===== src/verilog/host_port_pkg.sv =====
package host_port_pkg;

  // ****************************************
  // core-side register offsets
  // ****************************************
  localparam logic [7:0] OFF_DATA0 = 8'h00;
  localparam logic [7:0] OFF_HOST_WRITTEN = 8'h18;
  localparam logic [7:0] OFF_CORE_WRITTEN = 8'h1C;
  localparam logic [7:0] OFF_IRQ_MASK = 8'h20;
  localparam logic [7:0] OFF_PENDING = 8'h24;
  localparam logic [7:0] OFF_CONFIG = 8'h28;

  // ****************************************
  // mailbox layout
  // ****************************************
  localparam int NUM_DATA = 6;
  localparam int DATA_W = 16;
  localparam int HADDR_W = 3;
  localparam int ENTRY_W = HADDR_W + DATA_W;
  localparam logic [2:0] HADDR_STATUS_HOST = 3'h6;
  localparam logic [2:0] HADDR_STATUS_CORE = 3'h7;
  localparam int SOFT_RESET_BIT = 7;
  localparam logic [15:0] BYTE_MASK = 16'h00FF;
  localparam logic [15:0] WORD_MASK = 16'hFFFF;

  // ****************************************
  // config register fields
  // ****************************************
  localparam int CFG_WIDTH8_BIT = 0;
  localparam int CFG_DSTROBE_BIT = 1;
  localparam int CFG_MUX_BIT = 2;
  localparam int CFG_BOOT_HOST_BIT = 3;

  // ****************************************
  // reset values and timing
  // ****************************************
  localparam logic [5:0] MASK_RESET = 6'h00;
  localparam logic [15:0] DATA_RESET = 16'h0000;
  localparam int SOFT_RESET_CYCLES = 5;

  typedef enum logic [1:0] {
    HOST_IDLE,
    HOST_READ,
    HOST_WRITE
  } host_state_e;

endpackage : host_port_pkg


===== src/verilog/word_buffer.sv =====
`timescale 1ns/1ps
module word_buffer
  import host_port_pkg::*;
#(
  parameter int WIDTH = ENTRY_W
) (
  // clock and reset
  input wire logic clk,
  input wire logic rst,
  // fill side
  input wire logic in_valid,
  input wire logic [WIDTH-1:0] in_data,
  output logic in_ready,
  // drain side
  output logic out_valid,
  output logic [WIDTH-1:0] out_data,
  input wire logic out_ready
);

  typedef struct packed {
    logic [1:0][WIDTH-1:0] mem;
    logic wr_ptr;
    logic rd_ptr;
    logic [1:0] count;
  } buf_s;

  buf_s state;
  buf_s next_state;
  logic do_push;
  logic do_pop;

  assign in_ready = (state.count != 2'd2);
  assign out_valid = (state.count != 2'd0);
  assign out_data = state.mem[state.rd_ptr];
  assign do_push = in_valid && in_ready;
  assign do_pop = out_valid && out_ready;

  always_comb begin
    next_state = state;
    if (do_push) begin
      next_state.mem[state.wr_ptr] = in_data;
      next_state.wr_ptr = ~state.wr_ptr;
    end
    if (do_pop) begin
      next_state.rd_ptr = ~state.rd_ptr;
    end
    if (do_push && !do_pop) begin
      next_state.count = state.count + 2'd1;
    end else if (!do_push && do_pop) begin
      next_state.count = state.count - 2'd1;
    end
  end

  always_ff @(posedge clk or posedge rst) begin
    if (rst) begin
      state <= '0;
    end else begin
      state <= next_state;
    end
  end

endmodule : word_buffer


===== src/verilog/soft_reset_pulse.sv =====
`timescale 1ns/1ps
module soft_reset_pulse
  import host_port_pkg::*;
(
  // clock and reset
  input wire logic clk,
  input wire logic rst,
  // request and pulse
  input wire logic start,
  output logic pulse
);

  typedef struct packed {
    logic [2:0] remaining;
    logic active;
  } pulse_s;

  pulse_s state;
  pulse_s next_state;

  assign pulse = state.active;

  always_comb begin
    next_state = state;
    if (start) begin
      next_state.remaining = 3'(SOFT_RESET_CYCLES - 1);
      next_state.active = 1'b1;
    end else if (state.active) begin
      if (state.remaining == 3'd0) begin
        next_state.active = 1'b0;
      end else begin
        next_state.remaining = state.remaining - 3'd1;
      end
    end
  end

  always_ff @(posedge clk or posedge rst) begin
    if (rst) begin
      state <= '0;
    end else begin
      state <= next_state;
    end
  end

endmodule : soft_reset_pulse


===== src/verilog/host_mailbox_port.sv =====
`timescale 1ns/1ps
// How it works
// - width pin: low 16-bit, high 8-bit
// - boot pin: 0 byte memory, 1 host port
// - boot choice honoured only with map select 0
// - strobe pin: separate strobes or dir plus strobe
// - mux pin: separate buses or multiplexed with latch
// - separate mode: 3-bit address, 16-bit data
// - 8-bit reads drive only low byte
// - 8-bit host writes store zero upper byte
// - clockless host writes, safely buffered into core
// - mailbox readable and writable by core and host
// - address bit 2 doubles as latch enable
// - low address pins ignored when multiplexed
// - first strobe: read strobe or direction
// - second strobe: write strobe or data strobe
// - data pins bidirectional, address then data muxed
// - six data, two status, one mask register
// - host soft reset lasts five core cycles
module host_mailbox_port
  import host_port_pkg::*;
(
  // clock and reset
  input wire logic REF_CLK,
  input wire logic RESET,
  // apb slave
  input wire logic PSEL,
  input wire logic PENABLE,
  input wire logic PWRITE,
  input wire logic [7:0] PADDR,
  input wire logic [31:0] PWDATA,
  output logic [31:0] PRDATA,
  output logic PREADY,
  output logic PSLVERR,
  // configuration pins
  input wire logic HOST_WIDTH_SELECT,
  input wire logic BOOT_SOURCE_SELECT,
  input wire logic MEMORY_MAP_SELECT,
  input wire logic STROBE_STYLE_SELECT,
  input wire logic BUS_MULTIPLEX_SELECT,
  // host strobes and address
  input wire logic HOST_SELECT_N,
  input wire logic HOST_READ_STROBE_OR_DIR,
  input wire logic HOST_WRITE_OR_DATA_STROBE_N,
  input wire logic HOST_ADDR2_OR_LATCH,
  input wire logic [1:0] HOST_LOW_ADDRESS,
  // host data bus
  input wire logic [15:0] HOST_DATA_BUS_IN,
  output logic [15:0] HOST_DATA_BUS_OUT,
  output logic [15:0] HOST_DATA_BUS_OE,
  output logic HOST_PORT_ACK,
  // core-side status
  output logic BOOT_FROM_HOST,
  output logic SOFT_RESET
);

  // ****************************************
  // helpers
  // ****************************************
  function automatic logic [5:0] onehot6(input logic [2:0] idx);
    logic [5:0] v;
    v = 6'h00;
    if (idx < 3'(NUM_DATA)) begin
      v[idx] = 1'b1;
    end
    return v;
  endfunction : onehot6

  function automatic logic [15:0] host_narrow(input logic width8, input logic [15:0] d);
    return width8 ? (d & BYTE_MASK) : d;
  endfunction : host_narrow

  // ****************************************
  // state
  // ****************************************
  typedef struct packed {
    logic [NUM_DATA-1:0][DATA_W-1:0] mailbox;
    logic [5:0] host_written;
    logic [5:0] core_written;
    logic [5:0] irq_mask;
    host_state_e host_state;
    logic [2:0] latched_addr;
    logic [31:0] prdata;
    logic pready;
    logic pslverr;
    logic [15:0] dout;
    logic [15:0] doe;
    logic ack;
    logic boot_from_host;
    logic push;
    logic [ENTRY_W-1:0] push_entry;
  } port_s;

  port_s state;
  port_s next_state;

  logic buf_in_ready;
  logic buf_out_valid;
  logic [ENTRY_W-1:0] buf_out_data;
  logic buf_out_ready;
  logic soft_reset_start;

  // ****************************************
  // host pin decode
  // ****************************************
  logic host_sel;
  logic host_rd;
  logic host_wr;
  logic [2:0] host_addr;
  logic width8;

  assign host_sel = !HOST_SELECT_N;
  assign width8 = HOST_WIDTH_SELECT;
  always_comb begin
    if (STROBE_STYLE_SELECT) begin
      host_rd = !HOST_WRITE_OR_DATA_STROBE_N && HOST_READ_STROBE_OR_DIR;
      host_wr = !HOST_WRITE_OR_DATA_STROBE_N && !HOST_READ_STROBE_OR_DIR;
    end else begin
      host_rd = !HOST_READ_STROBE_OR_DIR;
      host_wr = !HOST_WRITE_OR_DATA_STROBE_N;
    end
    if (BUS_MULTIPLEX_SELECT) begin
      host_addr = state.latched_addr;
    end else begin
      host_addr = {HOST_ADDR2_OR_LATCH, HOST_LOW_ADDRESS};
    end
  end

  // ****************************************
  // apb decode
  // ****************************************
  logic apb_setup;
  logic apb_access;
  logic apb_wr;
  logic apb_rd;
  logic [2:0] apb_idx;
  logic apb_is_data;
  logic apb_mapped;

  assign apb_setup = PSEL && !PENABLE && !state.pready;
  assign apb_access = PSEL && PENABLE && state.pready;
  assign apb_wr = apb_access && PWRITE && apb_mapped;
  assign apb_rd = apb_access && !PWRITE && apb_mapped;
  assign apb_idx = PADDR[4:2];
  assign apb_is_data = (PADDR[1:0] == 2'b00) && (PADDR < OFF_HOST_WRITTEN);
  always_comb begin
    apb_mapped = apb_is_data;
    unique case (PADDR)
      OFF_HOST_WRITTEN, OFF_CORE_WRITTEN, OFF_IRQ_MASK, OFF_PENDING, OFF_CONFIG: begin
        apb_mapped = 1'b1;
      end
      default: begin
      end
    endcase
  end

  // core writes win the mailbox; a buffered host word waits a cycle
  assign buf_out_ready = !apb_wr;

  // ****************************************
  // host-written word buffer
  // ****************************************
  word_buffer #(
    .WIDTH(ENTRY_W)
  ) u_buffer (
    .clk(REF_CLK),
    .rst(RESET),
    .in_valid(state.push),
    .in_data(state.push_entry),
    .in_ready(buf_in_ready),
    .out_valid(buf_out_valid),
    .out_data(buf_out_data),
    .out_ready(buf_out_ready)
  );

  logic drain;
  logic [2:0] drain_addr;
  logic [15:0] drain_data;

  // one buffered host word reaches the mailbox per free cycle
  assign drain = buf_out_valid && buf_out_ready;
  assign drain_addr = buf_out_data[ENTRY_W-1:DATA_W];
  assign drain_data = buf_out_data[DATA_W-1:0];
  assign soft_reset_start = drain && (drain_addr == HADDR_STATUS_CORE)
                            && drain_data[SOFT_RESET_BIT];

  soft_reset_pulse u_soft_reset (
    .clk(REF_CLK),
    .rst(RESET),
    .start(soft_reset_start),
    .pulse(SOFT_RESET)
  );

  // ****************************************
  // read multiplexers
  // ****************************************
  logic [15:0] host_read_value;
  logic [31:0] apb_read_value;

  always_comb begin
    host_read_value = 16'h0000;
    if (host_addr < 3'(NUM_DATA)) begin
      host_read_value = state.mailbox[host_addr];
    end else if (host_addr == HADDR_STATUS_HOST) begin
      host_read_value = {10'h000, state.host_written};
    end else begin
      host_read_value = {10'h000, state.core_written};
    end
  end

  always_comb begin
    apb_read_value = 32'h0000_0000;
    if (apb_is_data) begin
      apb_read_value = {16'h0000, state.mailbox[apb_idx]};
    end else begin
      unique case (PADDR)
        OFF_HOST_WRITTEN: apb_read_value = {26'h0, state.host_written};
        OFF_CORE_WRITTEN: apb_read_value = {26'h0, state.core_written};
        OFF_IRQ_MASK: apb_read_value = {26'h0, state.irq_mask};
        OFF_PENDING: apb_read_value = {26'h0, state.host_written & state.irq_mask};
        OFF_CONFIG: begin
          apb_read_value[CFG_WIDTH8_BIT] = HOST_WIDTH_SELECT;
          apb_read_value[CFG_DSTROBE_BIT] = STROBE_STYLE_SELECT;
          apb_read_value[CFG_MUX_BIT] = BUS_MULTIPLEX_SELECT;
          apb_read_value[CFG_BOOT_HOST_BIT] = state.boot_from_host;
        end
        default: begin
        end
      endcase
    end
  end

  // ****************************************
  // next state
  // ****************************************
  logic [5:0] host_set;
  logic [5:0] host_clr;
  logic [5:0] core_set;
  logic [5:0] core_clr;

  always_comb begin
    next_state = state;
    host_set = 6'h00;
    host_clr = 6'h00;
    core_set = 6'h00;
    core_clr = 6'h00;
    next_state.push = 1'b0;

    next_state.boot_from_host = !MEMORY_MAP_SELECT && BOOT_SOURCE_SELECT;

    if (BUS_MULTIPLEX_SELECT && HOST_ADDR2_OR_LATCH) begin
      next_state.latched_addr = HOST_DATA_BUS_IN[2:0];
    end

    // apb slave: no wait state, answer on the first access cycle
    next_state.pready = apb_setup;
    if (apb_setup) begin
      next_state.prdata = PWRITE ? 32'h0000_0000 : apb_read_value;
      next_state.pslverr = !apb_mapped;
    end else if (!PSEL) begin
      next_state.pslverr = 1'b0;
    end

    if (apb_wr) begin
      if (apb_is_data) begin
        next_state.mailbox[apb_idx] = PWDATA[15:0];
        core_set = onehot6(apb_idx);
      end else if (PADDR == OFF_IRQ_MASK) begin
        next_state.irq_mask = PWDATA[5:0];
      end else if (PADDR == OFF_HOST_WRITTEN) begin
        host_clr = PWDATA[5:0];
      end
    end
    if (apb_rd && apb_is_data) begin
      host_clr = host_clr | onehot6(apb_idx);
    end

    if (drain && (drain_addr < 3'(NUM_DATA))) begin
      next_state.mailbox[drain_addr] = drain_data;
      host_set = onehot6(drain_addr);
    end

    // host access sequencing
    unique case (state.host_state)
      HOST_IDLE: begin
        if (host_sel && host_rd) begin
          next_state.dout = host_read_value;
          next_state.doe = width8 ? BYTE_MASK : WORD_MASK;
          next_state.ack = 1'b1;
          core_clr = onehot6(host_addr);
          next_state.host_state = HOST_READ;
        end else if (host_sel && host_wr && buf_in_ready) begin
          next_state.push = 1'b1;
          next_state.push_entry = {host_addr, host_narrow(width8, HOST_DATA_BUS_IN)};
          next_state.ack = 1'b1;
          next_state.host_state = HOST_WRITE;
        end
      end
      HOST_READ, HOST_WRITE: begin
        // release one cycle after the host lets go of its strobe
        if (!(host_sel && (host_rd || host_wr))) begin
          next_state.ack = 1'b0;
          next_state.doe = 16'h0000;
          next_state.dout = 16'h0000;
          next_state.host_state = HOST_IDLE;
        end
      end
      default: begin
        // unused state code: drop the bus and wait for a new access
        next_state.ack = 1'b0;
        next_state.doe = 16'h0000;
        next_state.host_state = HOST_IDLE;
      end
    endcase

    // a set in the same cycle as its clear wins
    next_state.host_written = (state.host_written & ~host_clr) | host_set;
    next_state.core_written = (state.core_written & ~core_clr) | core_set;
  end

  // ****************************************
  // registers
  // ****************************************
  always_ff @(posedge REF_CLK or posedge RESET) begin
    if (RESET) begin
      state <= '0;
      state.irq_mask <= MASK_RESET;
      state.host_state <= HOST_IDLE;
    end else begin
      state <= next_state;
    end
  end

  assign PRDATA = state.prdata;
  assign PREADY = state.pready;
  assign PSLVERR = state.pslverr;
  assign HOST_DATA_BUS_OUT = state.dout;
  assign HOST_DATA_BUS_OE = state.doe;
  assign HOST_PORT_ACK = state.ack;
  assign BOOT_FROM_HOST = state.boot_from_host;

endmodule : host_mailbox_port


===== config.mk =====
export PLATFORM = sky130hd
export DESIGN_NAME = host_mailbox_port
export DESIGN_NICKNAME = d
export VERILOG_FILES = /design/src/verilog/host_port_pkg.sv /design/src/verilog/word_buffer.sv /design/src/verilog/soft_reset_pulse.sv /design/src/verilog/host_mailbox_port.sv
export SDC_FILE = /design/constraint.sdc
export NUM_CORES = 1
export LEC_CHECK = 0
export ABC_AREA = 1
export BUFFER_PORTS_ARGS = -buffer_cell sky130_fd_sc_hd__buf_2
export CORE_MARGIN = 1
export CORE_UTILIZATION = 50
export DETAILED_ROUTE_END_ITERATION = 6
export PLACE_DENSITY = 0.7
export SETUP_SLACK_MARGIN = 0.1
export SLEW_MARGIN = 25
export SYNTH_ARGS = -nofsm -noshare
export SYNTH_HDL_FRONTEND = slang
export SYNTH_SLANG_ARGS = --single-unit

===== constraint.sdc =====
create_clock -name REF_CLK -period 15.1 [get_ports REF_CLK]
set_input_delay 1.51 -clock REF_CLK [delete_from_list [all_inputs] [get_ports REF_CLK]]
set_output_delay 1.51 -clock REF_CLK [all_outputs]
set_load 0.01 [all_outputs]

---- Yosys cells after proc, flatten, opt, wreduce, memory -nomap -nowiden ----
Cells that the tools add are included.
operators by class
  add/subtract/negate cells ............... 3
  multipliers ............................. 0
  div/mod/pow operators ................... 0
  magnitude comparators ................... 13
  equality and inequality tests ........... 15
  shift operators ......................... 0
  multiplexer cells ....................... 71
  bitwise logic cells ..................... 12
  reduce and logical (&&, ||, !) cells .... 56
operator list
  cell                                                                          number
  96-bit two-way mux                                                            3
  96-bit bitwise mux                                                            2
  16-bit two-way mux                                                            8
  16-bit binary-select mux with 3-bit select                                    2
  16-bit demux with 3-bit select                                                2
  6-bit two-way mux                                                             15
  32-bit two-way mux                                                            2
  20-bit two-way mux                                                            3
  19-bit two-way mux                                                            3
  38-bit bitwise mux                                                            1
  17-bit one-hot mux with 2 select lines                                        1
  33-bit two-way mux                                                            1
  16-bit one-hot mux with 2 select lines                                        1
  1-bit logical AND                                                             29
  8-bit by 6-bit equality test with 1-bit output, second input constant         3
  4-bit one-hot mux with 5 select lines                                         1
  19-bit demux with 1-bit select                                                1
  6-bit bitwise AND                                                             3
  6-bit OR                                                                      3
  8-bit by 5-bit equality test with 1-bit output, second input constant         2
  3-bit by 4-bit less-than comparator with 1-bit output, second input constant  3
  6-bit inverter                                                                2
  1-bit logical NOT                                                             11
  1-bit two-way mux                                                             11
  29 further kinds                                                              57
word-level totals
  flip-flop bits (word level) ............. 253
  bits in latches ......................... 0
  bits in writable memories ............... 0
  memory bits (read-only) ................. 0
  input port bits ......................... 72
  output and inout port bits .............. 69
  memories kept ........................... 0

---- Longest topological paths before layout ----
  depth in word-level cells ............... 11
  mapped depth ............................ 14

---- Hierarchy ----
A second synthesis with hierarchy kept.
second synthesis, totals
  cells, all modules ...................... 2383
  area, all modules ....................... 15202.1 µm²
by module, submodules not included
  module             instances  cells each  area an instance (µm²)  seq. area each (µm²)
  host_mailbox_port  1          2097        12944.9                 4429.2
  word_buffer        1          260         2049.5                  1051.0
  soft_reset_pulse   1          26          207.7                   100.1

---- Least setup slack after synthesis ----
OpenSTA, ideal clock, no wires.
  kind .................................... in2reg
  start ................................... input PADDR[2]
  end ..................................... register u_buffer.state[1] in the netlist's numbering
  library setup time ...................... 131 ps
  arrival ................................. 3166 ps
  setup slack ............................. 11803 ps
  stages on the path ...................... 14
  path through ............................ buf_4 > nand2_2 > inv_2 > nand2_1 > nor2_2 > nor2_1 > nand3_2 > nand2_4 > buf_4 > nand2_1 > ha_1 > a21oi_1 > o21ai_0 > xor2_1
on the way
  longest elaborated chain between the ends .. 9
ends and longest elaborated chain
  element                                                                              line                                                RTL
  from (decl)                                                                          host_mailbox_port.sv:30                             input wire logic [7:0] PADDR,
  8-bit by 5-bit less-than comparator with 1-bit output, or another cell as far along  host_mailbox_port.sv:145                            assign apb_is_data = (PADDR[1:0] == 2'b00) && (PADDR < OFF_HOST_WRITTEN);
  1-bit logical AND / 5-bit OR reduction (equally long branches)                       host_mailbox_port.sv:145, host_mailbox_port.sv:148
  1-bit two-way mux (*)                                                                host_mailbox_port.sv:148                            unique case (PADDR)
  1-bit logical AND (*)                                                                host_mailbox_port.sv:142                            assign apb_wr = apb_access && PWRITE && apb_mapped;
  1-bit logical NOT (*)                                                                host_mailbox_port.sv:158                            assign buf_out_ready = !apb_wr;
  1-bit logical AND (*)                                                                word_buffer.sv:36                                   assign do_pop = out_valid && out_ready;
  1-bit logical NOT                                                                    word_buffer.sv:47                                   if (do_push && !do_pop) begin
  1-bit logical AND                                                                    word_buffer.sv:47
  2-bit two-way mux / 2-bit nonzero test (equally long branches)                       n/a
  to (signal assigned)                                                                 word_buffer.sv:58                                   state <= next_state;
  to (decl)                                                                            word_buffer.sv:27                                   buf_s state;
Every way passes the cells marked *; elsewhere a longest branch is shown, timed or not.
A chain may end at the register's enable or synchronous reset.

---- Final worst setup path ----
  start ................................... input PADDR[4]
  end ..................................... register u_buffer.state[1] in the netlist's numbering
The elaborated chain is that of the path after synthesis.

==> impl_table.tex <==
\begin{tabular}{lr}
\hline
Metric & Value \\
\hline
\multicolumn{2}{l}{\textbf{STA}} \\
\quad Slew at the pin with the worst max-slew slack & 1150 ps \\
\quad Setup violations, final & 0 \\
\quad Clock skew after layout & $\sim$20 ps \\
\quad Share of the cycle needed by the critical path after routing & a little under a third \\
\quad Setup repair after global routing missed its margin & false \\
\quad Final Hold Viols & 0 \\
\quad Accumulated negative setup slack & 0 ps \\
\quad Final Max Tran Viols & 0 \\
\quad Period minus WS final & around 4800 ps \\
\quad F\_max & $\sim$210 MHz \\
\quad Worst rel slew slack & 23.1\% \\
\quad Final setup slack of the worst path & around 10000 ps \\
\multicolumn{2}{l}{\textbf{Die}} \\
\quad Starting density of the core & between 50\% and 60\% \\
\quad Total core area & between 20000 and 30000 sq um \\
\quad Cell Rows & 58 \\
\quad Floorplan die area & about 27000 sq um \\
\quad I/O pin total & between 100 and 150 \\
\quad Die X-Extent & around 160 microns \\
\quad Die Y & between 150 and 200 microns \\
\multicolumn{2}{l}{\textbf{Worst setup path}} \\
\quad Crit path arrival time & between 5000 and 6000 ps \\
\quad Critical path's largest stage delay & just under 800 ps \\
\quad Max Fanout on Critical Path & 66 \\
\quad Cell with the most instances on the worst path & nor2\_1 \\
\quad Nature of the critical path endpoint & flip-flop \\
\quad Dominant delay contributor by cell family on the critical path & simple AND/OR/NAND/NOR gates \\
\quad Category of the critical setup timing path & in -> reg \\
\quad Ordered cell list for the critical path & buf\_2 > inv\_2 > nor2\_1 > nand2\_1 > nor2\_1 > nor2\_1 > nand3\_2 > nand2\_4 > buf\_4 > nand2\_1 > ha\_1 > a21oi\_1 > o21ai\_0 > xor2\_1 \\
\quad Slowest-stage cell, CP & nor2\_1 \\
\quad Worst path required time & 15490 ps \\
\quad Setup crit start kind & input pin \\
\quad Worst-case register-to-register setup slack & between 10000 and 15000 ps \\
\quad Critical path buffer and inverter count & 3 \\
\multicolumn{2}{l}{\textbf{Logic synthesis}} \\
\quad Mapped Cells & 1849 \\
\quad Syn. warnings & 0 \\
\quad Distinct cell type count of the synthesized netlist & 36 \\
\quad Post-synthesis cell area & 12900 sq um \\
\quad Flip-flop and latch count after synthesis & 223 \\
\quad Cell types occupying the most area after synthesis & dfrtp\_1 43\%, nand2\_1 20\%, o21ai\_0 9.8\% \\
\quad Average footprint of a synthesized cell & between 6 and 7 sq um \\
\quad Area fraction of the dominant cell type after synthesis & 43.1\% \\
\quad Seq/Total Area, Yosys & around 43\% \\
\quad Most area-hungry cell type in the Yosys netlist & dfrtp\_1 \\
\multicolumn{2}{l}{\textbf{Placed design}} \\
\quad Global placement routability congestion & around 0.91 \\
\quad Number of buffer cells added on primary ports & $\sim$110 \\
\quad Cell area after placement & roughly 13000 sq um \\
\quad Post-detail-place hpwl & between 20000 and 25000 microns \\
\quad Minimum setup slack after placement & between 9000 and 10000 ps \\
\quad Cell Count Post-Placement & approximately 2200 \\
\multicolumn{2}{l}{\textbf{Outcome}} \\
\quad Status & completed \\
\multicolumn{2}{l}{\textbf{Pwr}} \\
\quad Cell leakage power & 7.31 nW \\
\quad Maximum resistive drop on vdd & roughly 0.11 mV \\
\quad Power per cell area & 175 nW/um\^{}2 \\
\multicolumn{2}{l}{\textbf{Routing}} \\
\quad Average vias per placed instance & $\sim$5.6 \\
\quad Post-route antenna net violation count & 0 \\
\quad WL per Instance & 17.8 microns \\
\quad \# DRC & 0 \\
\quad Total iterations of the first detailed-routing run & 6 \\
\quad Wire length after detailed routing & 39100 microns \\
\quad DRT iter0 DRCs & $\sim$1400 \\
\quad Routed vias & between 10000 and 15000 \\
\multicolumn{2}{l}{\textbf{Global routing}} \\
\quad Global Route Usage Sum & between 20\% and 30\% \\
\quad Number of global-route vias before repair & roughly 11000 \\
\quad Global-route wire length before repair & between 60000 and 70000 microns \\
\quad Remaining global-route overflow & 0 \\
\quad Largest net degree at the start of global routing & $\sim$140 \\
\quad Number of antenna violations at the first check in global routing & 0 \\
\multicolumn{2}{l}{\textbf{Cells and area}} \\
\quad Non-filler cells, final & around 2200 \\
\quad Most frequent cells in the layout & 693 x nand2\_1, 252 x o21ai\_0, 223 x dfrtp\_1 \\
\quad Post-Route Utilization & 55.9\% \\
\quad Synthesis-to-finish area growth & 9.04\% \\
\quad Most common cell after layout, fill and taps aside & nand2\_1 \\
\quad Area of all placed cells without fillers & 14100 sq um \\
\quad Share of post-route cells with drive strength above 1 & a little over a tenth \\
\quad Total number of nets in the final design & between 1500 and 2000 \\
\quad Area occupied by registers & 5580 sq um \\
\quad Area of the multi-input gates & $\sim$6000 sq um \\
\quad Fill cell total of the finished layout & between 2000 and 3000 \\
\quad Number of diodes & 0 \\
\multicolumn{2}{l}{\textbf{Clock tree}} \\
\quad CTS tree & done \\
\quad CTS Hold Bufs & 0 \\
\quad Clock slew at reported path FFs & $\sim$60 ps \\
\quad Sink count of the clock tree & 223 \\
\quad Number of buffers created by CTS & 25 \\
\quad Count of buffers added by post-CTS timing repair for setup & 0 \\
\quad H-tree levels & 1 \\
\quad Deepest clock path buffer count & 3 \\
\quad Root buffer cell & clkbuf\_16 \\
\quad Worst-skew pair later-pin latency & 530 ps \\
\quad Post-cts gate resize count & 0 \\
\multicolumn{2}{l}{\textbf{Worst hold path}} \\
\quad Worst min-delay path category & reg -> reg \\
\multicolumn{2}{l}{\textbf{Flow run}} \\
\quad Max cap viols & 0 \\
\hline
\end{tabular}
==> synthesized netlist by cell type, drive strengths merged <==
master / count
nor3: 4
nand3: 51
dfrtp: 223
xor2: 3
o21a: 1
clkinv: 5
nor2: 126
nand2: 703
o221ai: 1
inv: 135
ha: 4
o22ai: 21
conb: 1
xnor2: 1
a221oi: 4
clkbuf: 71
nand4: 100
a21oi: 28
a21boi: 2
o21ai: 264
o211ai: 5
or2: 2
buf: 94
==> state kept, by name (all words and copies together) (netlist names) <==
name                count
u_buffer.state         42
state                 139
HOST_PORT_ACK           1
u_soft_reset.pulse      1
PSLVERR                 1
HOST_DATA_BUS_OUT      16
u_soft_reset.state      3
HOST_DATA_BUS_OE        2
PREADY                  1
BOOT_FROM_HOST          1
PRDATA                 16
==> cell type report <==
cell class | count | share of cell area (%)
multi-input cells | 1336 | 42.6
well taps | 330 | 2.93
repair buffers | 122 | 4.63
inverters | 140 | 3.81
clock inverters | 9 | 1.13
clock buffers | 36 | 5.37
flip-flops and latches | 223 | 39.6
==> logic make-up after synthesis <==
group | after synthesis | synth area share [%]
AO/OA/AOI/OAI | 326 | 13.1
XOR/XNOR | 4 | 0.271
other | 1 | 0.0290
AND/OR/NAND/NOR | 986 | 31.9
adder cells (fa/ha/maj) | 4 | 0.387
flip-flops | 223 | 43.1
buffers and inverters | 305 | 11.2
==> through the flow <==
| step | hold slack, ps | power [mW] |
|---|---|---|
| after floorplan | 445 | 1.54 |
| after CTS | 480 | 2.45 |
| after detailed placement | 465 | 1.78 |
| final | 476 | 2.47 |
| after global placement | 458 | 1.75 |
| after global routing | 493 | 2.63 |
==> routing by layer <==
metal | share of wire (%) | wire [microns] | GRT usage [%] | vias to the layer above
met1 | 42 | 16600 | 42.4 | 5610
met3 | 10 | 3990 | 4.13 | 109
met2 | 44 | 17100 | 46.5 | 621
li1 | - | - | - | 5913
met5 | 0 | 0 | 0 | -
met4 | 3.6 | 1400 | 11.1 | 0
==> worst paths after layout <==
check | depth (start not counted) | end | startpoint
worst max-delay path | 14 | u_buffer.state[1]$_DFFE_PP0P_ | PADDR[4]
worst min-delay path | 2 | PRDATA[10]$_DFFE_PP0P_ | PRDATA[10]$_DFFE_PP0P_
worst max register to register | 9 | state[156]$_DFF_PP0_ | u_buffer.state[2]$_DFFE_PP0N_
worst min register to register | 2 | PRDATA[10]$_DFFE_PP0P_ | PRDATA[10]$_DFFE_PP0P_
max in group asynchronous | 3 | state[155]$_DFF_PP0_ | RESET
min in group asynchronous | 2 | state[90]$_DFFE_PP0P_ | RESET
==> power by group <==
part | total [mW] | switching, mW | internal [mW]
Sequential | 0.882 | 0.104 | 0.779
Combinational | 0.916 | 0.655 | 0.261
Clock | 0.669 | 0.252 | 0.417
Total | 2.47 | 1.01 | 1.46
==> worst min-delay path: cells and delay by family (launching register included) <==
kind             cells  cell delay [ps]
and+or+nand+nor      2              110
DFF                  1              330
No activity file was read; power rests on OpenSTA's default activity.
